**src/logic/lan_coproc_defines.svh**
```systemverilog
`ifndef LAN_COPROC_DEFINES_SVH
`define LAN_COPROC_DEFINES_SVH

// reset handling, in system clock cycles
`define LC_RESET_HOLD_CYC      4
`define LC_RESET_DONE_MAX_CYC  10
// serial clock falling edges an input must stay asserted to be accepted
`define LC_ACCEPT_EDGES        2'h2
// framing
`define LC_PREAMBLE_BYTES      4'h8
`define LC_PREAMBLE_BYTE       8'h55
`define LC_SFD_BYTE            8'hd5
// active-low cycle status codes {s1_n, s0_n}
`define LC_STAT_READ           2'h1
`define LC_STAT_WRITE          2'h2
`define LC_STAT_PASSIVE        2'h3
// bus cycles allowed to leave after a withdrawn grant
`define LC_GRANT_LOSS_MAX      3
// line levels at rest
`define LC_TXD_IDLE            1'h1
`define LC_RTS_N_IDLE          1'h1

`endif

```
**src/logic/lan_coproc_pkg.sv**
```systemverilog
package lan_coproc_pkg;

   // local bus sequencer: request, t1..t4, release
   typedef enum logic [2:0] {
      B_IDLE,
      B_REQ,
      B_T1,
      B_T2,
      B_T3,
      B_T4,
      B_REL
   } bus_state_e;

   // transmit serial unit
   typedef enum logic [2:0] {
      TX_IDLE,
      TX_PRE,
      TX_DATA,
      TX_TAIL,
      TX_DROP
   } tx_state_e;

endpackage

```
**src/logic/word_fifo.sv**
```systemverilog
`timescale 1ns/1ps

module word_fifo #(
   parameter int WIDTH = 9,
   parameter int DEPTH = 8
) (
   input  wire logic             clk_i,
   input  wire logic             nrst_i,
   input  wire logic [WIDTH-1:0] in_data_i,
   input  wire logic             in_valid_i,
   output logic                  in_ready_o,
   output logic [WIDTH-1:0]      out_data_o,
   output logic                  out_valid_o,
   input  wire logic             out_ready_i
);

   localparam int AW = (DEPTH > 1) ? $clog2(DEPTH) : 1;

   typedef struct packed {
      logic [DEPTH-1:0][WIDTH-1:0] mem;
      logic [AW-1:0]               wr;
      logic [AW-1:0]               rd;
      logic [AW:0]                 cnt;
      logic                        rdy;
      logic                        val;
   } fifo_s;

   localparam fifo_s RST_VAL = '{mem: '0, wr: '0, rd: '0, cnt: '0,
                                 rdy: 1'h1, val: 1'h0};

   fifo_s r_r;
   fifo_s r_nxt;
   logic  push;
   logic  pop;

   function automatic logic [AW-1:0] bump(input logic [AW-1:0] p);
      return (p == AW'(DEPTH - 1)) ? '0 : AW'(p + 1'h1);
   endfunction

   // ready and valid are flags of their own so the ports come from flops
   always_comb
   begin
      r_nxt = r_r;
      push  = in_valid_i & r_r.rdy;
      pop   = out_ready_i & r_r.val;
      if (push)
      begin
         r_nxt.mem[r_r.wr] = in_data_i;
         r_nxt.wr          = bump(r_r.wr);
      end
      if (pop)
         r_nxt.rd = bump(r_r.rd);
      if (push && !pop)
         r_nxt.cnt = (AW+1)'(r_r.cnt + 1'h1);
      else if (pop && !push)
         r_nxt.cnt = (AW+1)'(r_r.cnt - 1'h1);
      r_nxt.rdy = (r_nxt.cnt != (AW+1)'(DEPTH));
      r_nxt.val = (r_nxt.cnt != '0);
   end

   always_ff @(posedge clk_i or negedge nrst_i)
   begin
      if (!nrst_i)
         r_r <= RST_VAL;
      else
         r_r <= r_nxt;
   end

   assign in_ready_o  = r_r.rdy;
   assign out_valid_o = r_r.val;
   assign out_data_o  = r_r.mem[r_r.rd];

endmodule // word_fifo

```
**src/logic/lan_coproc_pins.sv**
```systemverilog
// What this block does
// - reset input aborts all but the transmit queue; held four clocks
// - reset action finished within ten clocks
// - after reset, idle until first channel attention
// - serial transmit output rests high
// - transmit bits change on transmit clock fall
// - receive bits sampled on receive clock fall
// - transmit request low only while sending
// - carrier accepted after two serial clocks
// - collision accepted after two serial clocks
// - interrupt request is one active-high output
// - address in t1, data t2 to t4
// - 8-bit mode keeps address on high byte
// - upper address valid whole cycle, else floating
// - address 19 in t1, then high
// - bus request raised to obtain mastership
// - attention pulse synchronized, acted on falling edge
// - status codes read 01, write 10, passive 11
// - after reset 8-bit bus, high enable high
`timescale 1ns/1ps
`include "lan_coproc_defines.svh"

module lan_coproc_pins #(
   parameter int DATA_W     = 16,
   parameter int FIFO_DEPTH = 8
) (
   input  wire logic              CLK_SYS_I,
   input  wire logic              NRST_I,
   input  wire logic              CONTROLLER_RESET_IN_I,
   input  wire logic              CHANNEL_ATTENTION_IN_I,
   input  wire logic              TX_BIT_CLOCK_I,
   input  wire logic              RX_BIT_CLOCK_I,
   input  wire logic              SERIAL_RX_IN_I,
   input  wire logic              CARRIER_PRESENT_N_I,
   input  wire logic              COLLISION_N_I,
   input  wire logic              CLEAR_TO_SEND_TIE_I,
   input  wire logic              BUS_MODE_SELECT_I,
   input  wire logic              BUS_GRANT_IN_I,
   input  wire logic [DATA_W-1:0] AD_I,
   output logic [DATA_W-1:0]      AD_O,
   output logic [1:0]             AD_OE_N_O,
   output logic [2:0]             UPPER_ADDR_LOW_GROUP_O,
   output logic [3:0]             UPPER_ADDR_HIGH_GROUP_O,
   output logic                   UPPER_ADDR_OE_N_O,
   output logic                   ADDR19_STATUS_O,
   output logic                   ADDR19_STATUS_OE_N_O,
   output logic [1:0]             CYCLE_STATUS_N_O,
   output logic                   CYCLE_STATUS_OE_N_O,
   output logic                   HIGH_BYTE_ENABLE_N_O,
   output logic                   HIGH_BYTE_ENABLE_OE_N_O,
   output logic                   BUS_REQUEST_OUT_O,
   output logic                   IRQ_OUT_O,
   output logic                   SERIAL_TX_OUT_O,
   output logic                   TX_REQUEST_N_O,
   input  wire logic              IRQ_REQ_I,
   input  wire logic              BUS_CFG_WR_I,
   input  wire logic              BUS16_I,
   input  wire logic              MEM_REQ_I,
   input  wire logic              MEM_WRITE_I,
   input  wire logic [23:0]       MEM_ADDR_I,
   input  wire logic [DATA_W-1:0] MEM_WDATA_I,
   output logic                   MEM_DONE_O,
   output logic [DATA_W-1:0]      MEM_RDATA_O,
   input  wire logic [7:0]        TX_DATA_I,
   input  wire logic              TX_LAST_I,
   input  wire logic              TX_VALID_I,
   output logic                   TX_READY_O,
   output logic                   TX_DONE_O,
   output logic                   COLLISION_O,
   output logic [7:0]             RX_DATA_O,
   output logic                   RX_VALID_O,
   output logic                   RX_END_O,
   output logic                   CARRIER_O,
   output logic                   ACTIVE_O,
   output logic                   INIT_START_O,
   output logic                   ATTENTION_O
);

   // positions in the synchroniser vector
   localparam int I_RST  = 0;
   localparam int I_CA   = 1;
   localparam int I_TXC  = 2;
   localparam int I_RXC  = 3;
   localparam int I_RXD  = 4;
   localparam int I_CRS  = 5;
   localparam int I_CD   = 6;
   localparam int I_CTS  = 7;
   localparam int I_MODE = 8;
   localparam int I_GNT  = 9;
   localparam int SW     = 10 + DATA_W;
   // carrier, collision and clear-to-send idle high
   localparam logic [SW-1:0] SYNC_IDLE = SW'(10'h0e0);

   typedef struct packed {
      logic [SW-1:0]          s1;
      logic [SW-1:0]          s2;
      logic                   ca_d;
      logic                   txc_d;
      logic                   rxc_d;
      logic                   active;
      logic                   bus16;
      lan_coproc_pkg::bus_state_e bus;
      logic                   wr;
      logic [23:0]            addr;
      logic [DATA_W-1:0]      wdata;
      lan_coproc_pkg::tx_state_e tx;
      logic [7:0]             tx_sh;
      logic [2:0]             tx_bit;
      logic [3:0]             pre_cnt;
      logic                   tx_last;
      logic                   started;
      logic                   col_win;
      logic [1:0]             crs_cnt;
      logic [1:0]             cd_cnt;
      logic                   crs_ok;
      logic                   cd_ok;
      logic [7:0]             rx_sh;
      logic [2:0]             rx_bit;
      logic [DATA_W-1:0]      ad;
      logic [1:0]             ad_oe_n;
      logic [6:0]             ua;
      logic                   ua_oe_n;
      logic                   a19;
      logic                   a19_oe_n;
      logic [1:0]             stat;
      logic                   stat_oe_n;
      logic                   bhe_n;
      logic                   bhe_oe_n;
      logic                   req;
      logic                   irq;
      logic                   txd;
      logic                   rts_n;
      logic                   mem_done;
      logic [DATA_W-1:0]      rdata;
      logic                   tx_done;
      logic                   col;
      logic [7:0]             rx_data;
      logic                   rx_valid;
      logic                   rx_end;
      logic                   init;
      logic                   attn;
   } state_s;

   // every bus pin floats, request and interrupt stay low, and the line rests when idle
   function automatic state_s idle_state();
      state_s s;
      s           = '0;
      s.s1        = SYNC_IDLE;
      s.s2        = SYNC_IDLE;
      s.bus       = lan_coproc_pkg::B_IDLE;
      s.tx        = lan_coproc_pkg::TX_IDLE;
      s.ad_oe_n   = 2'h3;
      s.ua        = 7'h7f;
      s.ua_oe_n   = 1'h1;
      s.a19       = 1'h1;
      s.a19_oe_n  = 1'h1;
      s.stat      = `LC_STAT_PASSIVE;
      s.stat_oe_n = 1'h1;
      s.bhe_n     = 1'h1;
      s.bhe_oe_n  = 1'h1;
      s.txd       = `LC_TXD_IDLE;
      s.rts_n     = `LC_RTS_N_IDLE;
      return s;
   endfunction

   function automatic logic fell(input logic prev, input logic cur);
      return prev & ~cur;
   endfunction

   // counts serial clock falls while an active-low input is asserted
   function automatic logic [1:0] qualify(input logic [1:0] cnt,
                                          input logic       in_n,
                                          input logic       edge_seen);
      if (in_n)
         return 2'h0;
      if (edge_seen && cnt != `LC_ACCEPT_EDGES)
         return 2'(cnt + 1'h1);
      return cnt;
   endfunction

   localparam state_s RST_VAL = idle_state();

   state_s     r_r;
   state_s     r_nxt;
   logic [8:0] fifo_data;
   logic       fifo_valid;
   logic       fifo_pop;
   logic       fifo_rdy;

   // transmit bytes queue here; a full queue stalls the byte source
   word_fifo #(
      .WIDTH (9),
      .DEPTH (FIFO_DEPTH)
   ) u_tx_fifo (
      .clk_i       (CLK_SYS_I),
      .nrst_i      (NRST_I),
      .in_data_i   ({TX_LAST_I, TX_DATA_I}),
      .in_valid_i  (TX_VALID_I),
      .in_ready_o  (fifo_rdy),
      .out_data_o  (fifo_data),
      .out_valid_o (fifo_valid),
      .out_ready_i (fifo_pop)
   );

   // one next-state process for all control, serial and bus logic
   always_comb
   begin
      logic txc_fall;
      logic rxc_fall;
      logic ca_fall;
      logic owned;
      logic g;
      txc_fall = 1'h0;
      rxc_fall = 1'h0;
      ca_fall  = 1'h0;
      owned    = 1'h0;
      g        = 1'h0;
      r_nxt    = r_r;
      fifo_pop = 1'h0;

      // pins pass two flops before anything looks at them
      r_nxt.s1 = {AD_I, BUS_GRANT_IN_I, BUS_MODE_SELECT_I,
                  CLEAR_TO_SEND_TIE_I, COLLISION_N_I, CARRIER_PRESENT_N_I,
                  SERIAL_RX_IN_I, RX_BIT_CLOCK_I, TX_BIT_CLOCK_I,
                  CHANNEL_ATTENTION_IN_I, CONTROLLER_RESET_IN_I};
      r_nxt.s2    = r_r.s1;
      r_nxt.ca_d  = r_r.s2[I_CA];
      r_nxt.txc_d = r_r.s2[I_TXC];
      r_nxt.rxc_d = r_r.s2[I_RXC];
      txc_fall    = fell(r_r.txc_d, r_r.s2[I_TXC]);
      rxc_fall    = fell(r_r.rxc_d, r_r.s2[I_RXC]);
      ca_fall     = fell(r_r.ca_d, r_r.s2[I_CA]);
      g           = r_r.s2[I_GNT];

      r_nxt.mem_done = 1'h0;
      r_nxt.tx_done  = 1'h0;
      r_nxt.col      = 1'h0;
      r_nxt.rx_valid = 1'h0;
      r_nxt.rx_end   = 1'h0;
      r_nxt.init     = 1'h0;
      r_nxt.attn     = 1'h0;

      // attention acts on its falling edge; the first one starts init
      if (ca_fall)
      begin
         if (!r_r.active)
         begin
            r_nxt.active = 1'h1;
            r_nxt.init   = 1'h1;
         end
         else
            r_nxt.attn = 1'h1;
      end

      if (BUS_CFG_WR_I)
         r_nxt.bus16 = BUS16_I;
      r_nxt.irq = r_r.active & IRQ_REQ_I;

      // carrier on receive clock, collision on transmit clock
      r_nxt.crs_cnt = qualify(r_r.crs_cnt, r_r.s2[I_CRS], rxc_fall);
      r_nxt.cd_cnt  = qualify(r_r.cd_cnt, r_r.s2[I_CD], txc_fall);
      r_nxt.crs_ok  = (r_nxt.crs_cnt == `LC_ACCEPT_EDGES);
      r_nxt.cd_ok   = (r_nxt.cd_cnt == `LC_ACCEPT_EDGES);

      // receive: lsb first, a byte every eight bits
      if (r_r.active && r_r.crs_ok && rxc_fall)
      begin
         r_nxt.rx_sh  = {r_r.s2[I_RXD], r_r.rx_sh[7:1]};
         r_nxt.rx_bit = 3'(r_r.rx_bit + 1'h1);
         if (r_r.rx_bit == 3'h7)
         begin
            r_nxt.rx_data  = r_nxt.rx_sh;
            r_nxt.rx_valid = 1'h1;
         end
      end
      if (r_r.crs_ok && !r_nxt.crs_ok)
      begin
         r_nxt.rx_end = 1'h1;
         r_nxt.rx_bit = 3'h0;
      end

      // transmit serial unit
      unique case (r_r.tx)
         lan_coproc_pkg::TX_IDLE:
         begin
            // no handshake: the tied-low clear-to-send only gates start
            if (r_r.active && fifo_valid && !r_r.s2[I_CTS])
            begin
               r_nxt.rts_n   = 1'h0;
               r_nxt.tx      = lan_coproc_pkg::TX_PRE;
               r_nxt.tx_sh   = `LC_PREAMBLE_BYTE;
               r_nxt.tx_bit  = 3'h0;
               r_nxt.pre_cnt = 4'h0;
               r_nxt.tx_last = 1'h0;
               r_nxt.started = 1'h0;
               r_nxt.col_win = 1'h0;
            end
         end
         lan_coproc_pkg::TX_PRE,
         lan_coproc_pkg::TX_DATA:
         begin
            if (r_r.col_win && r_r.cd_ok)
            begin
               // abort the frame; the rest of it is flushed unsent
               r_nxt.col   = 1'h1;
               r_nxt.txd   = `LC_TXD_IDLE;
               r_nxt.rts_n = `LC_RTS_N_IDLE;
               r_nxt.tx    = r_r.tx_last ? lan_coproc_pkg::TX_IDLE
                                         : lan_coproc_pkg::TX_DROP;
            end
            else if (txc_fall)
            begin
               r_nxt.txd     = r_r.tx_sh[0];
               r_nxt.started = 1'h1;
               r_nxt.col_win = r_r.started;
               r_nxt.tx_sh   = {1'h0, r_r.tx_sh[7:1]};
               r_nxt.tx_bit  = 3'(r_r.tx_bit + 1'h1);
               if (r_r.tx_bit == 3'h7)
               begin
                  r_nxt.pre_cnt = 4'(r_r.pre_cnt + 1'h1);
                  if (r_r.tx == lan_coproc_pkg::TX_PRE &&
                      r_r.pre_cnt < 4'(`LC_PREAMBLE_BYTES - 4'h1))
                     r_nxt.tx_sh = (r_r.pre_cnt == 4'(`LC_PREAMBLE_BYTES
                        - 4'h2)) ? `LC_SFD_BYTE : `LC_PREAMBLE_BYTE;
                  else if (!r_r.tx_last && fifo_valid)
                  begin
                     fifo_pop      = 1'h1;
                     r_nxt.tx_sh   = fifo_data[7:0];
                     r_nxt.tx_last = fifo_data[8];
                     r_nxt.tx      = lan_coproc_pkg::TX_DATA;
                  end
                  else if (r_r.tx == lan_coproc_pkg::TX_DATA)
                     r_nxt.tx = lan_coproc_pkg::TX_TAIL; // last or underrun
               end
            end
         end
         lan_coproc_pkg::TX_TAIL:
         begin
            // the last bit stands one full bit time before the line rests
            if (txc_fall)
            begin
               r_nxt.txd     = `LC_TXD_IDLE;
               r_nxt.rts_n   = `LC_RTS_N_IDLE;
               r_nxt.tx_done = 1'h1;
               r_nxt.tx      = r_r.tx_last ? lan_coproc_pkg::TX_IDLE
                                           : lan_coproc_pkg::TX_DROP;
            end
         end
         lan_coproc_pkg::TX_DROP:
         begin
            fifo_pop = fifo_valid;
            if (fifo_valid && fifo_data[8])
               r_nxt.tx = lan_coproc_pkg::TX_IDLE;
         end
         default:
            r_nxt.tx = lan_coproc_pkg::TX_IDLE;
      endcase

      // local bus: request, one t1..t4 cycle, then release
      unique case (r_r.bus)
         lan_coproc_pkg::B_IDLE:
         begin
            if (r_r.active && MEM_REQ_I)
            begin
               r_nxt.req = 1'h1;
               r_nxt.bus = lan_coproc_pkg::B_REQ;
            end
         end
         lan_coproc_pkg::B_REQ:
         begin
            if (g)
            begin
               r_nxt.bus   = lan_coproc_pkg::B_T1;
               r_nxt.addr  = MEM_ADDR_I;
               r_nxt.wr    = MEM_WRITE_I;
               r_nxt.wdata = MEM_WDATA_I;
            end
         end
         lan_coproc_pkg::B_T1:
            r_nxt.bus = lan_coproc_pkg::B_T2;
         lan_coproc_pkg::B_T2:
            r_nxt.bus = lan_coproc_pkg::B_T3;
         lan_coproc_pkg::B_T3:
            r_nxt.bus = lan_coproc_pkg::B_T4;
         lan_coproc_pkg::B_T4:
         begin
            // a lost grant at worst finishes this cycle, then leaves
            r_nxt.mem_done = 1'h1;
            r_nxt.rdata    = r_r.bus16 ? r_r.s2[SW-1:10]
                             : DATA_W'(r_r.s2[17:10]);
            r_nxt.req      = 1'h0;
            r_nxt.bus      = lan_coproc_pkg::B_REL;
         end
         lan_coproc_pkg::B_REL:
         begin
            if (!g)
               r_nxt.bus = lan_coproc_pkg::B_IDLE;
         end
         default:
            r_nxt.bus = lan_coproc_pkg::B_IDLE;
      endcase

      // pin drive follows the coming bus state so pins come from flops
      owned = (r_nxt.bus == lan_coproc_pkg::B_T1) ||
              (r_nxt.bus == lan_coproc_pkg::B_T2) ||
              (r_nxt.bus == lan_coproc_pkg::B_T3) ||
              (r_nxt.bus == lan_coproc_pkg::B_T4);
      r_nxt.ad_oe_n   = 2'h3;
      r_nxt.ad        = r_nxt.addr[DATA_W-1:0];
      r_nxt.a19       = 1'h1;
      r_nxt.stat      = `LC_STAT_PASSIVE;
      r_nxt.ua_oe_n   = ~owned | r_r.s2[I_MODE];
      r_nxt.a19_oe_n  = ~owned | r_r.s2[I_MODE];
      r_nxt.stat_oe_n = ~owned;
      r_nxt.bhe_oe_n  = ~owned;
      r_nxt.bhe_n     = ~r_nxt.bus16;
      r_nxt.ua        = owned ? {r_nxt.addr[23:20], r_nxt.addr[18:16]}
                        : 7'h7f;
      if (r_nxt.bus == lan_coproc_pkg::B_T1)
      begin
         r_nxt.ad_oe_n = 2'h0;
         r_nxt.a19     = r_nxt.addr[19];
      end
      else if (owned)
      begin
         // 8-bit bus: high byte keeps the address all cycle
         r_nxt.ad_oe_n = {r_nxt.bus16 & ~r_nxt.wr, ~r_nxt.wr};
         r_nxt.ad      = r_nxt.bus16 ? r_nxt.wdata
                         : {r_nxt.addr[15:8], r_nxt.wdata[7:0]};
      end
      if (r_nxt.bus == lan_coproc_pkg::B_T1 ||
          r_nxt.bus == lan_coproc_pkg::B_T2)
         r_nxt.stat = r_nxt.wr ? `LC_STAT_WRITE : `LC_STAT_READ;

      // controller reset aborts everything, keeping only the synchronisers and the transmit queue
      if (r_r.s2[I_RST])
      begin
         r_nxt       = RST_VAL;
         r_nxt.s1    = r_r.s1;
         r_nxt.s1[I_RST] = CONTROLLER_RESET_IN_I;
         r_nxt.s2    = r_r.s1;
         r_nxt.ca_d  = r_r.s2[I_CA];
         r_nxt.txc_d = r_r.s2[I_TXC];
         r_nxt.rxc_d = r_r.s2[I_RXC];
         fifo_pop    = 1'h0;
      end
   end

   always_ff @(posedge CLK_SYS_I or negedge NRST_I)
   begin
      if (!NRST_I)
         r_r <= RST_VAL;
      else
         r_r <= r_nxt;
   end

   // every port is a state flop, or the fifo's registered ready
   assign AD_O                    = r_r.ad;
   assign AD_OE_N_O               = r_r.ad_oe_n;
   assign UPPER_ADDR_LOW_GROUP_O  = r_r.ua[2:0];
   assign UPPER_ADDR_HIGH_GROUP_O = r_r.ua[6:3];
   assign UPPER_ADDR_OE_N_O       = r_r.ua_oe_n;
   assign ADDR19_STATUS_O         = r_r.a19;
   assign ADDR19_STATUS_OE_N_O    = r_r.a19_oe_n;
   assign CYCLE_STATUS_N_O        = r_r.stat;
   assign CYCLE_STATUS_OE_N_O     = r_r.stat_oe_n;
   assign HIGH_BYTE_ENABLE_N_O    = r_r.bhe_n;
   assign HIGH_BYTE_ENABLE_OE_N_O = r_r.bhe_oe_n;
   assign BUS_REQUEST_OUT_O       = r_r.req;
   assign IRQ_OUT_O               = r_r.irq;
   assign SERIAL_TX_OUT_O         = r_r.txd;
   assign TX_REQUEST_N_O          = r_r.rts_n;
   assign MEM_DONE_O              = r_r.mem_done;
   assign MEM_RDATA_O             = r_r.rdata;
   assign TX_READY_O              = fifo_rdy;
   assign TX_DONE_O               = r_r.tx_done;
   assign COLLISION_O             = r_r.col;
   assign RX_DATA_O               = r_r.rx_data;
   assign RX_VALID_O              = r_r.rx_valid;
   assign RX_END_O                = r_r.rx_end;
   assign CARRIER_O               = r_r.crs_ok;
   assign ACTIVE_O                = r_r.active;
   assign INIT_START_O            = r_r.init;
   assign ATTENTION_O             = r_r.attn;

endmodule // lan_coproc_pins

```
**config.mk**
```make
export PLATFORM = sky130hd
export DESIGN_NAME = lan_coproc_pins
export DESIGN_NICKNAME = d
export VERILOG_FILES = /design/src/logic/lan_coproc_pkg.sv /design/src/logic/word_fifo.sv /design/src/logic/lan_coproc_pins.sv
export VERILOG_INCLUDE_DIRS = /design/src /design/src/logic
export SDC_FILE = /design/constraint.sdc
export NUM_CORES = 1
export LEC_CHECK = 0
export BUFFER_PORTS_ARGS = -buffer_cell sky130_fd_sc_hd__buf_2
export CORE_MARGIN = 1.5
export CORE_UTILIZATION = 60
export DETAILED_ROUTE_END_ITERATION = 16
export PLACE_DENSITY = 0.83
export REMOVE_ABC_BUFFERS = 1
export SYNTH_ARGS = -nofsm -noshare
export SYNTH_HDL_FRONTEND = slang
export SYNTH_SLANG_ARGS = --single-unit
```
**constraint.sdc**
```tcl
create_clock -name CLK_SYS_I -period 4.4 [get_ports CLK_SYS_I]
set_clock_uncertainty 0.2 [all_clocks]
set_input_delay 0.44 -clock CLK_SYS_I [delete_from_list [all_inputs] [get_ports CLK_SYS_I]]
set_output_delay 0.44 -clock CLK_SYS_I [all_outputs]
set_load 0.02 [all_outputs]
```
==> run_results.csv, run 1 <==
group,metric,value,unit
global_routing,grt_antenna_before_repair,2,
route,drtAntennaViolNets,0,
critical_path,critPathArrivalTime,3.23,ns
critical_path,crit_type,"flop to flop",
layout,final_common_cell,"dfrtp_1",
synthesis,yosysWarningCount,0,
global_routing,grt_max_degree,130,
route,wl,27.62,mm
clock_tree,clkSinkCount,287,
critical_path,start_kind,"flop",
sta,rsz0062_at_grt,"no",
sta,slew_violations,0,
pwr,p_per_area,537.8,mW/mm^2
route,wire_per_inst,18.84,um
critical_path,cp_top_family,"simple AND/OR/NAND/NOR gates",
sta,fin_setup_tns,0,ns
clock_tree,cts_tree,"done",
global_routing,overflow,0,
layout,design_area,0.01480,sq mm
route,vias_per_cell,5.735,
pwr,ir_drop,0.4621,mV
sta,tightest_slew,1.038,ns
route,dr.first_iter.drc_count,478,
synthesis,synth_cell_types,64,
clock_tree,cts_setup_buffers,0,
clock_tree,path_clk_slew,0.06,ns
synthesis,synthTopCellsByArea,"dfrtp_1 54%, mux2_2 11%, dfstp_2 5.1%, nand2_1 4.5%, mux4_2 3.3%",
clock_tree,worst_skew_pair.late_latency,0.54,ns
min_path,hp-class,"primary input to flop",
floorplanning,core_area,0.02017,sq mm
floorplanning,num_rows,52,
synthesis,synth_area,0.01229,sq mm
critical_path,max_stage_delay,0.66,ns
clock_tree,numCtsBuffers,30,
placed_design,hpwl,16.16,mm
global_routing,grt_pass1_wl,44.39,mm
placed_design,numPortBuffers,153,
layout,layout.nets,1270,
clock_tree,htree_levels,1,
floorplanning,start_util,60.96,%
sta,fmax,0.3270,GHz
layout,fillers,1237,
critical_path,critPathMaxFanout,12,
global_routing,first_global_vias,8646,
clock_tree,clock_path_buffers,3,
layout,area_growth,20.35,%
route,dr.pass1.iters,5,
sta,fin_crit,3.058,ns
critical_path,crit_chain,"nand2b_1, a21oi_1, nor2_1, ha_1, nor3_2, mux2_2, nand2_1, a21oi_1",
route,drc,0,
critical_path,slowest_stage,"nor3_2",
sta,hold_viol_final,0,
synthesis,synthCells,1008,
status,status,"complete, no violations",
route,via_count,8408,
placed_design,post_dp_cell_area,0.01295,sq mm
floorplanning,pin_count,154,
layout,drive_gt1_share,33.31,%
synthesis,synth_top_flop_cell,"dfrtp_1",
sta,maxSlewHeadroom,30.45,%
critical_path,crit_required,4.58,ns
sta,fin_crit_sh,69.50,%
synthesis,yosysSeqAreaShare,58.66,%
critical_path,endpoint_kind,"flop",
synthesis,async_flop_share,100.0,%
synthesis,ys_seq_elements,287,
clock_tree,cts-root-buf,"clkbuf_16",
placed_design,gp_congestion,0.8250,
global_routing,track_usage,26.00,%
synthesis,synth_top_cell_by_area,"dfrtp_1",
pwr,leakage,6.678,nW
synthesis,synth_area_per_cell,12.20,sq um
critical_path,cp_common_cell,"a21oi_1",
layout,final_cell_mix,"262 x dfrtp_1, 152 x buf_2, 147 x nand2_1",
floorplanning,die_x,146.1,um
flow_run,cap_violations,0,
synthesis,synth.top_cell.area_share,53.53,%
synthesis,synth_edf_count,0,
critical_path,crit_buf_inv,0,
sta,setup_viol,0,
floorplanning,die_area,0.02136,sq mm
floorplanning,fp.dieH,146.1,um
## through the flow
step	total power [mW]	std cells	hold slack, ns	utilization [%]	setup WS (ns)
3_3_place_gp	4.919	1342	0.1492	64.19	1.522
4_1_cts	7.988	1465	0.005600	73.35	1.425
6_report	7.957	1466	0.02778	73.36	1.342
2_1_floorplan	4.538	908	-0.05559	-	-0.05750
5_1_grt	8.317	1465	0.02824	73.35	1.204
3_5_place_dp	5.027	1342	0.1542	64.19	1.429
## flip-flops by register name, indices dropped and copies added, names as in the netlist, 2 cells and up
| name | cells |
|---|---|
| RX_DATA_O | 8 |
| AD_OE_N_O | 2 |
| r_r | 135 |
| UPPER_ADDR_LOW_GROUP_O | 3 |
| AD_O | 16 |
| u_tx_fifo.r_r | 82 |
| CYCLE_STATUS_N_O | 2 |
| MEM_RDATA_O | 16 |
| UPPER_ADDR_HIGH_GROUP_O | 4 |
## worst paths after layout
kind / from / to / slack, ns / cells after the start
hold / removal: TX_LAST_I / u_tx_fifo.r_r[29] / 0.03 / 2
max in group asynchronous: NRST_I / r_r[162] / 2.57 / 3
setup / recovery: r_r[149] / AD_O[14] / 1.34 / 8
setup reg to reg: r_r[149] / AD_O[14] / 1.34 / 8
hold reg to reg: r_r[187] / r_r[161] / 0.16 / 0
min in group asynchronous: NRST_I / RX_DATA_O[3] / 0.39 / 2
## cell usage after synthesis, types with 3 or more instances
library cell    n
nand3_1        12
nor2_1         39
ha_1           15
inv_1          15
nand2_1       147
buf_2           3
nor2b_1         6
buf_4          53
or3_1           6
mux2i_1        18
xnor2_1         6
and3_1          5
dfrtp_1       263
o21ai_0        28
clkbuf_1       37
nand2b_1        8
mux2_2        119
a22o_1         20
a211oi_1        5
o31ai_1         3
nor3_1         15
o211ai_1        7
dfstp_2        24
mux4_2         18
a31oi_1         4
buf_1           6
and2_1          3
a21oi_1        77
## cell families after synthesis
logic type | synth area share (%)
compound gates | 8.569
xor+xnor | 0.7023
fa+ha+maj | 1.608
buf+inv | 5.170
flops | 58.66
mux | 15.66
simple gates | 9.628
## per-layer routing
layer | vias to the layer above | GRT usage [%] | wire length, um | part of all wire, %
met1 | 4217 | 33.81 | 11200 | 41
met2 | 321 | 44.91 | 13880 | 50
met3 | 66 | 4.344 | 1706 | 6.2
met4 | 0 | 8.232 | 828 | 3.0
met5 | - | 0 | 0 | 0
li1 | 3804 | - | - | -
## where the power goes
part,internal [mW],switching (mW),leakage (nW),total (mW)
Sequential,3.18,0.328,3.64,3.51
Clock,1.87,1.03,0.564,2.90
Combinational,0.806,0.744,2.48,1.55
Total,5.86,2.10,6.68,7.96
## layout make-up
type / count / area [sq um] / share of cell area [%]
Timing Repair Buffer: 232 / 1551 / 10.49
Clock buffer: 40 / 879.6 / 5.945
Antenna cell: 1 / 2.502 / 0.01691
Sequential cell: 287 / 7216 / 48.77
Inverter: 15 / 56.30 / 0.3805
Multi-Input combinational cell: 606 / 4467 / 30.19
Clock inverter: 15 / 286.5 / 1.936
Tap cell: 270 / 337.8 / 2.283
## timing repair
action	CTS	global route
gates resized for setup	0	0
hold buffers	68	0
hold endpoints to repair	205	0
(Power assumes the default switching activity.)
==> inputs of run 2 (changes only) <==
CORE_UTILIZATION = 52   (was 60)
PLACE_DENSITY = 0.77   (was 0.83)
clock period = 2.71 ns   (was 4.4 ns; I/O delays follow)
==> run_results.csv, run 2 (synthesis gave the netlist of run 1 again) <==
group,metric,value,unit
sta,hold-worst-slack,0.04072,ns
layout,reg_top3,"r_r: 135 flops, u_tx_fifo.r_r: 82 flops",
critical_path,cp-endpoint,"u_tx_fifo.in_ready_o",
global_routing,grt_pass1_wl,43.77,mm
pwr,power_switching,3.365,mW
sta,tightest_slew,0.8171,ns
critical_path,critPathArrivalTime,2.88,ns
critical_path,crit_type,"flop to flop",
global_routing,grt_antenna_before_repair,0,
global_routing,grt_max_degree,109,
global_routing,first_global_vias,8671,
clock_tree,cts-root-buf,"clkbuf_16",
status,status,"complete, no violations",
clock_tree,htree_levels,1,
critical_path,r2r_end,"u_tx_fifo.in_ready_o",
critical_path,startpoint,"r_r[105]",
route,vias_per_cell,5.413,
floorplanning,start_util,52.69,%
pwr,p_per_area,821.8,mW/mm^2
layout,top_register,"r_r",
critical_path,critPathMaxFanout,7,
route,wire_per_inst,17.54,um
sta,rsz0062_at_grt,"no",
route,wl,27.33,mm
pwr,ir_drop,0.5899,mV
placed_design,hpwl,16.47,mm
route,dr.first_iter.drc_count,381,
flow_run,cap_violations,0,
sta,hold_viol_final,0,
floorplanning,core_area,0.02333,sq mm
clock_tree,cts_tree,"done",
layout,drive_gt1_share,34.14,%
sta,fin_crit_sh,96.55,%
placed_design,numPortBuffers,153,
sta,fmax,0.3822,GHz
floorplanning,pin_count,154,
critical_path,crit_required,2.98,ns
layout,area_growth,22.91,%
floorplanning,fp.dieH,156.8,um
layout,final_cell_mix,"261 x dfrtp_1, 152 x buf_2, 147 x nand2_1",
placed_design,place_inst,1421,
route,dr.pass1.iters,7,
layout,fin_cells,1558,
clock_tree,numCtsBuffers,30,
critical_path,r2r-start,"r_r[105]",
critical_path,reg2reg_slack,0.09,ns
route,drtAntennaViolNets,0,
clock_tree,cts_setup_buffers,0,
pwr,p_int,9.054,mW
min_path,hp-class,"primary input to async pin",
layout,diodes,0,
layout,fillers,1736,
pwr,netSwitchingFraction,27.10,%
global_routing,track_usage,22.45,%
sta,fin_crit,2.616,ns
floorplanning,die_area,0.02457,sq mm
clock_tree,worst_skew_pair.late_latency,0.54,ns
critical_path,start_kind,"flop",
critical_path,endpoint_kind,"flop",
layout,largest_reg_flops,135,
layout,final_common_cell,"dfrtp_1",
pwr,p_comb_share,21.2,%
floorplanning,num_rows,56,
global_routing,overflow,0,
floorplanning,die_x,156.8,um
sta,maxSlewHeadroom,44.12,%
clock_tree,clock_path_buffers,3,
pwr,leakage,6.837,nW
route,drc,0,
layout,design_area,0.01511,sq mm
clock_tree,clkSinkCount,287,
clock_tree,path_clk_slew,0.06,ns
layout,layout.nets,1313,
placed_design,gp_congestion,0.8194,
sta,slew_violations,0,
critical_path,ff2ff_path_depth,6,
layout,regArea,0.007217,sq mm
pwr,pwr-share-seq,45.6,%
layout,multi_input_area,0.004456,sq mm
route,via_count,8433,
sta,setup_viol,0,
placed_design,post_dp_cell_area,0.01328,sq mm
pwr,pwr-share-clk,33.2,%
sta,fin_setup_tns,0,ns
-- run 2: worst min-delay path by stage --
stage	end	cells after the start	slack [ns]	startpoint
3_3_place_gp	RX_VALID_O	1	0.02	NRST_I
2_1_floorplan	ACTIVE_O	0	-0.22	NRST_I
5_1_grt	RX_DATA_O[3]	2	0.06	NRST_I
4_1_cts	u_tx_fifo.r_r[10]	4	0.02	TX_VALID_I
3_5_place_dp	RX_DATA_O[3]	1	0.02	NRST_I
6_report	RX_VALID_O	2	0.04	NRST_I
-- run 2: metrics by stage --
stage          power [mW]  setup slack, ns  util, %
6_report            12.42          0.09357    64.76
5_1_grt             13.03         0.009848    64.76
4_1_cts             12.50          0.07387    64.74
3_5_place_dp        8.244          0.08610    56.92
3_3_place_gp        8.105           0.1556    56.92
2_1_floorplan       7.368           -1.748        -
-- run 2: final cells by class --
class	instances	area share, %
clock buffers	45	5.945
clock inverters	11	0.7618
inverters	15	0.3726
multi-input cells	606	29.49
flip-flops and latches	287	47.76
well taps	319	2.641
repair buffers	275	13.03
-- run 2: timing repair --
| action | CTS | global route |
|---|---|---|
| hold buffers | 81 | 0 |
| gates resized for setup | 0 | 2 |
| endpoints found under the setup margin | 0 | 2 |
| endpoints found under the hold margin | 434 | 0 |
-- run 2: power groups by stage --
stage	combinational, mW	sequential, mW	clock (mW)
after detailed placement	2.53	5.71	0
after floorplan	1.67	5.69	0
after global placement	2.45	5.65	0
after CTS	2.64	5.65	4.21
after global routing	2.88	5.76	4.39
final	2.63	5.66	4.13
-- run 2: critical path, cell delays in order, from the launching register on --
cell and delay [ns]:
dfrtp_2 0.44, or4b_4 0.55, o2111a_2 0.33, a31o_4 0.28
o22ai_4 0.19, xor2_2 0.19, or3b_1 0.36
-- run 2: metal layers --
metal	GRT usage (%)	part of all wire [%]
met2	40.03	51
met3	3.462	4.8
met1	28.17	41
met5	0	0
met4	6.757	2.7
==> inputs of run 3 (changes only) <==
HOLD_SLACK_MARGIN = 0.08   (was default)
SYNTH_HIERARCHICAL = 1   (was default)
==> run_results.csv, run 3 <==
group,metric,value,unit
pwr,ir_drop,0.6278,mV
synthesis,ys_seq_elements,287,
route,wire_per_inst,17.36,um
synthesis,synth.top_cell.area_share,53.06,%
layout,top_register,"r_r",
floorplanning,fp.dieH,157.4,um
placed_design,place_inst,1432,
layout,drive_gt1_share,34.18,%
synthesis,synthCells,1008,
critical_path,r2r_end,"u_tx_fifo/in_ready_o",
global_routing,first_global_vias,8813,
global_routing,grt_max_degree,71,
critical_path,startpoint,"r_r[92]",
min_path,hp-class,"primary input to flop",
synthesis,yosysWarningCount,6,
layout,fin_cells,1575,
critical_path,crit_type,"flop to flop",
critical_path,critPathArrivalTime,2.96,ns
placed_design,post_dp_cell_area,0.01339,sq mm
critical_path,slowest_stage,"or4b_1",
clock_tree,numCtsBuffers,30,
status,status,"complete, no violations",
critical_path,endpoint_kind,"flop",
min_path,hold_start,"CONTROLLER_RESET_IN_I",
route,drtAntennaViolNets,0,
synthesis,synthTopCellsByArea,"dfrtp_1 53%, mux2_2 8.9%, dfstp_2 5.1%, nand2_1 4.0%, buf_4 3.4%",
sta,fin_crit_sh,99.82,%
sta,layout_setup_ws,0.004877,ns
sta,setup_viol,0,
sta,hold-worst-slack,0.1590,ns
layout,reg_top3,"r_r: 135 flops, u_tx_fifo/r_r: 82 flops",
clock_tree,clock_path_buffers,3,
route,drc,0,
global_routing,grt_antenna_before_repair,1,
min_path,hold-path-cell-count,2,
placed_design,numPortBuffers,153,
pwr,p_per_area,788.5,mW/mm^2
critical_path,crit_required,2.96,ns
floorplanning,die_area,0.02479,sq mm
synthesis,yosysMostFrequentCell,"dfrtp_1",
clock_tree,cts_tree,"done",
min_path,min_to,"r_r[181]",
critical_path,max_stage_delay,0.44,ns
layout,largest_reg_flops,135,
clock_tree,clkSinkCount,287,
floorplanning,die_x,157.4,um
route,dr.pass1.iters,5,
route,dr.first_iter.drc_count,553,
synthesis,synth_common_cells,"263 x dfrtp_1, 131 x nand2_1, 98 x mux2_2",
clock_tree,worst_skew_pair.late_latency,0.55,ns
synthesis,synth_top_flop_cell,"dfrtp_1",
route,vias_per_cell,5.387,
sta,hold_viol_final,0,
critical_path,reg2reg_slack,0.005,ns
floorplanning,core_area,0.02347,sq mm
critical_path,crit_chain,"ha_4, ha_4, nand2b_4, nor3b_4, a32o_2, and3_4, and2_4, or4_4, o211ai_2, or4b_1",
floorplanning,pin_count,154,
placed_design,pre_cts_ws,-0.1422,ns
synthesis,synth_top_cell_by_area,"dfrtp_1",
clock_tree,cts-root-buf,"clkbuf_16",
pwr,p_total,12.08,mW
global_routing,grt_pass1_wl,44.55,mm
synthesis,yosysSeqAreaShare,58.15,%
sta,maxSlewHeadroom,46.84,%
critical_path,critPathMaxFanout,6,
layout,final_common_cell,"dfrtp_1",
sta,fin_crit,2.705,ns
flow_run,cap_violations,0,
placed_design,hpwl,17.03,mm
synthesis,synth_edf_count,0,
synthesis,synth_cell_types,69,
placed_design,gp_congestion,0.8609,
synthesis,synth_area,0.01240,sq mm
layout,final_cell_mix,"262 x dfrtp_1, 152 x buf_2, 131 x nand2_1",
synthesis,async_flop_share,100.0,%
route,via_count,8485,
critical_path,start_kind,"flop",
global_routing,track_usage,22.78,%
floorplanning,start_util,52.84,%
layout,design_area,0.01532,sq mm
route,wl,27.35,mm
sta,tightest_slew,0.7975,ns
sta,fmax,0.3697,GHz
clock_tree,path_clk_slew,0.06,ns
sta,rsz0062_at_grt,"yes",
clock_tree,htree_levels,1,
floorplanning,num_rows,56,
pwr,leakage,6.957,nW
global_routing,overflow,0,
synthesis,synth_area_per_cell,12.30,sq um
critical_path,r2r-start,"r_r[92]",
sta,slew_violations,0,
layout,area_growth,23.54,%
critical_path,cp_common_cell,"ha_4",
critical_path,ff2ff_path_depth,10,
layout,layout.nets,1330,
[run 3: worst max-delay path: cells and delay by family (launching register included)]
| kind | cells | cell delay, ns |
|---|---|---|
| AOI/OAI and AO/OA | 2 | 0.36 |
| adders and majority gates | 2 | 0.34 |
| DFF | 1 | 0.41 |
| and+or+nand+nor | 6 | 1.30 |
[run 3: stage by stage]
stage               utilization (%)  setup TNS [ns]
global route                  65.28        -0.08021
detailed placement            57.04         -0.1422
global placement              57.04        -0.09800
floorplan                         -          -84.70
finish                        65.28               0
CTS                           65.12               0
[run 3: routing by layer]
| layer | GRT usage, % | vias to the layer above | wire (um) |
|---|---|---|---|
| met5 | 0 | - | 0 |
| li1 | - | 3928 | - |
| met2 | 38.89 | 238 | 13460 |
| met3 | 3.304 | 65 | 1120 |
| met4 | 8.356 | 0 | 914 |
| met1 | 29.61 | 4254 | 11850 |
[run 3: cell families (layout without fill, tap and decap cells)]
group	count (synthesis)	in the layout	share of synthesized area [%]
flip-flops	287	287	58.15
AND/OR/NAND/NOR	278	278	10.72
multiplexers	156	156	15.58
AO/OA/AOI/OAI	151	151	8.100
buffers and inverters	115	362	5.457
adder cells (fa/ha/maj)	15	15	1.513
XOR/XNOR	6	6	0.4842
other	0	1	0
[run 3: where the power goes]
part	internal (mW)	leakage [nW]	switching (mW)
registers	5.07	3.65	0.455
logic	1.30	2.82	1.08
clock network	2.52	0.490	1.66
[run 3: worst max path at each step]
stage / end / depth (start not counted)
after global placement: u_tx_fifo/in_ready_o / 10
final: u_tx_fifo/in_ready_o / 10
after detailed placement: u_tx_fifo/in_ready_o / 10
after global routing: u_tx_fifo/in_ready_o / 10
after floorplan: u_tx_fifo/in_ready_o / 6
after CTS: u_tx_fifo/in_ready_o / 11
[run 3: layout make-up]
type | count | area [sq um]
Tap cell | 319 | 399.1
Antenna cell | 1 | 2.502
Clock buffer | 48 | 888.4
Timing Repair Buffer | 292 | 2067
Sequential cell | 287 | 7216
Clock inverter | 7 | 127.6
Fill cell | 1732 | 8149
Multi-Input combinational cell | 606 | 4567
Inverter | 15 | 56.30
[run 3: repair_timing]
item | in CTS | in global routing
endpoints found under the setup margin | 1 | 10
hold buffers | 84 | 0
pin swaps | 4 | 5
endpoints found under the hold margin | 448 | 0
gates resized for setup | 8 | 4
setup buffers | 1 | 2
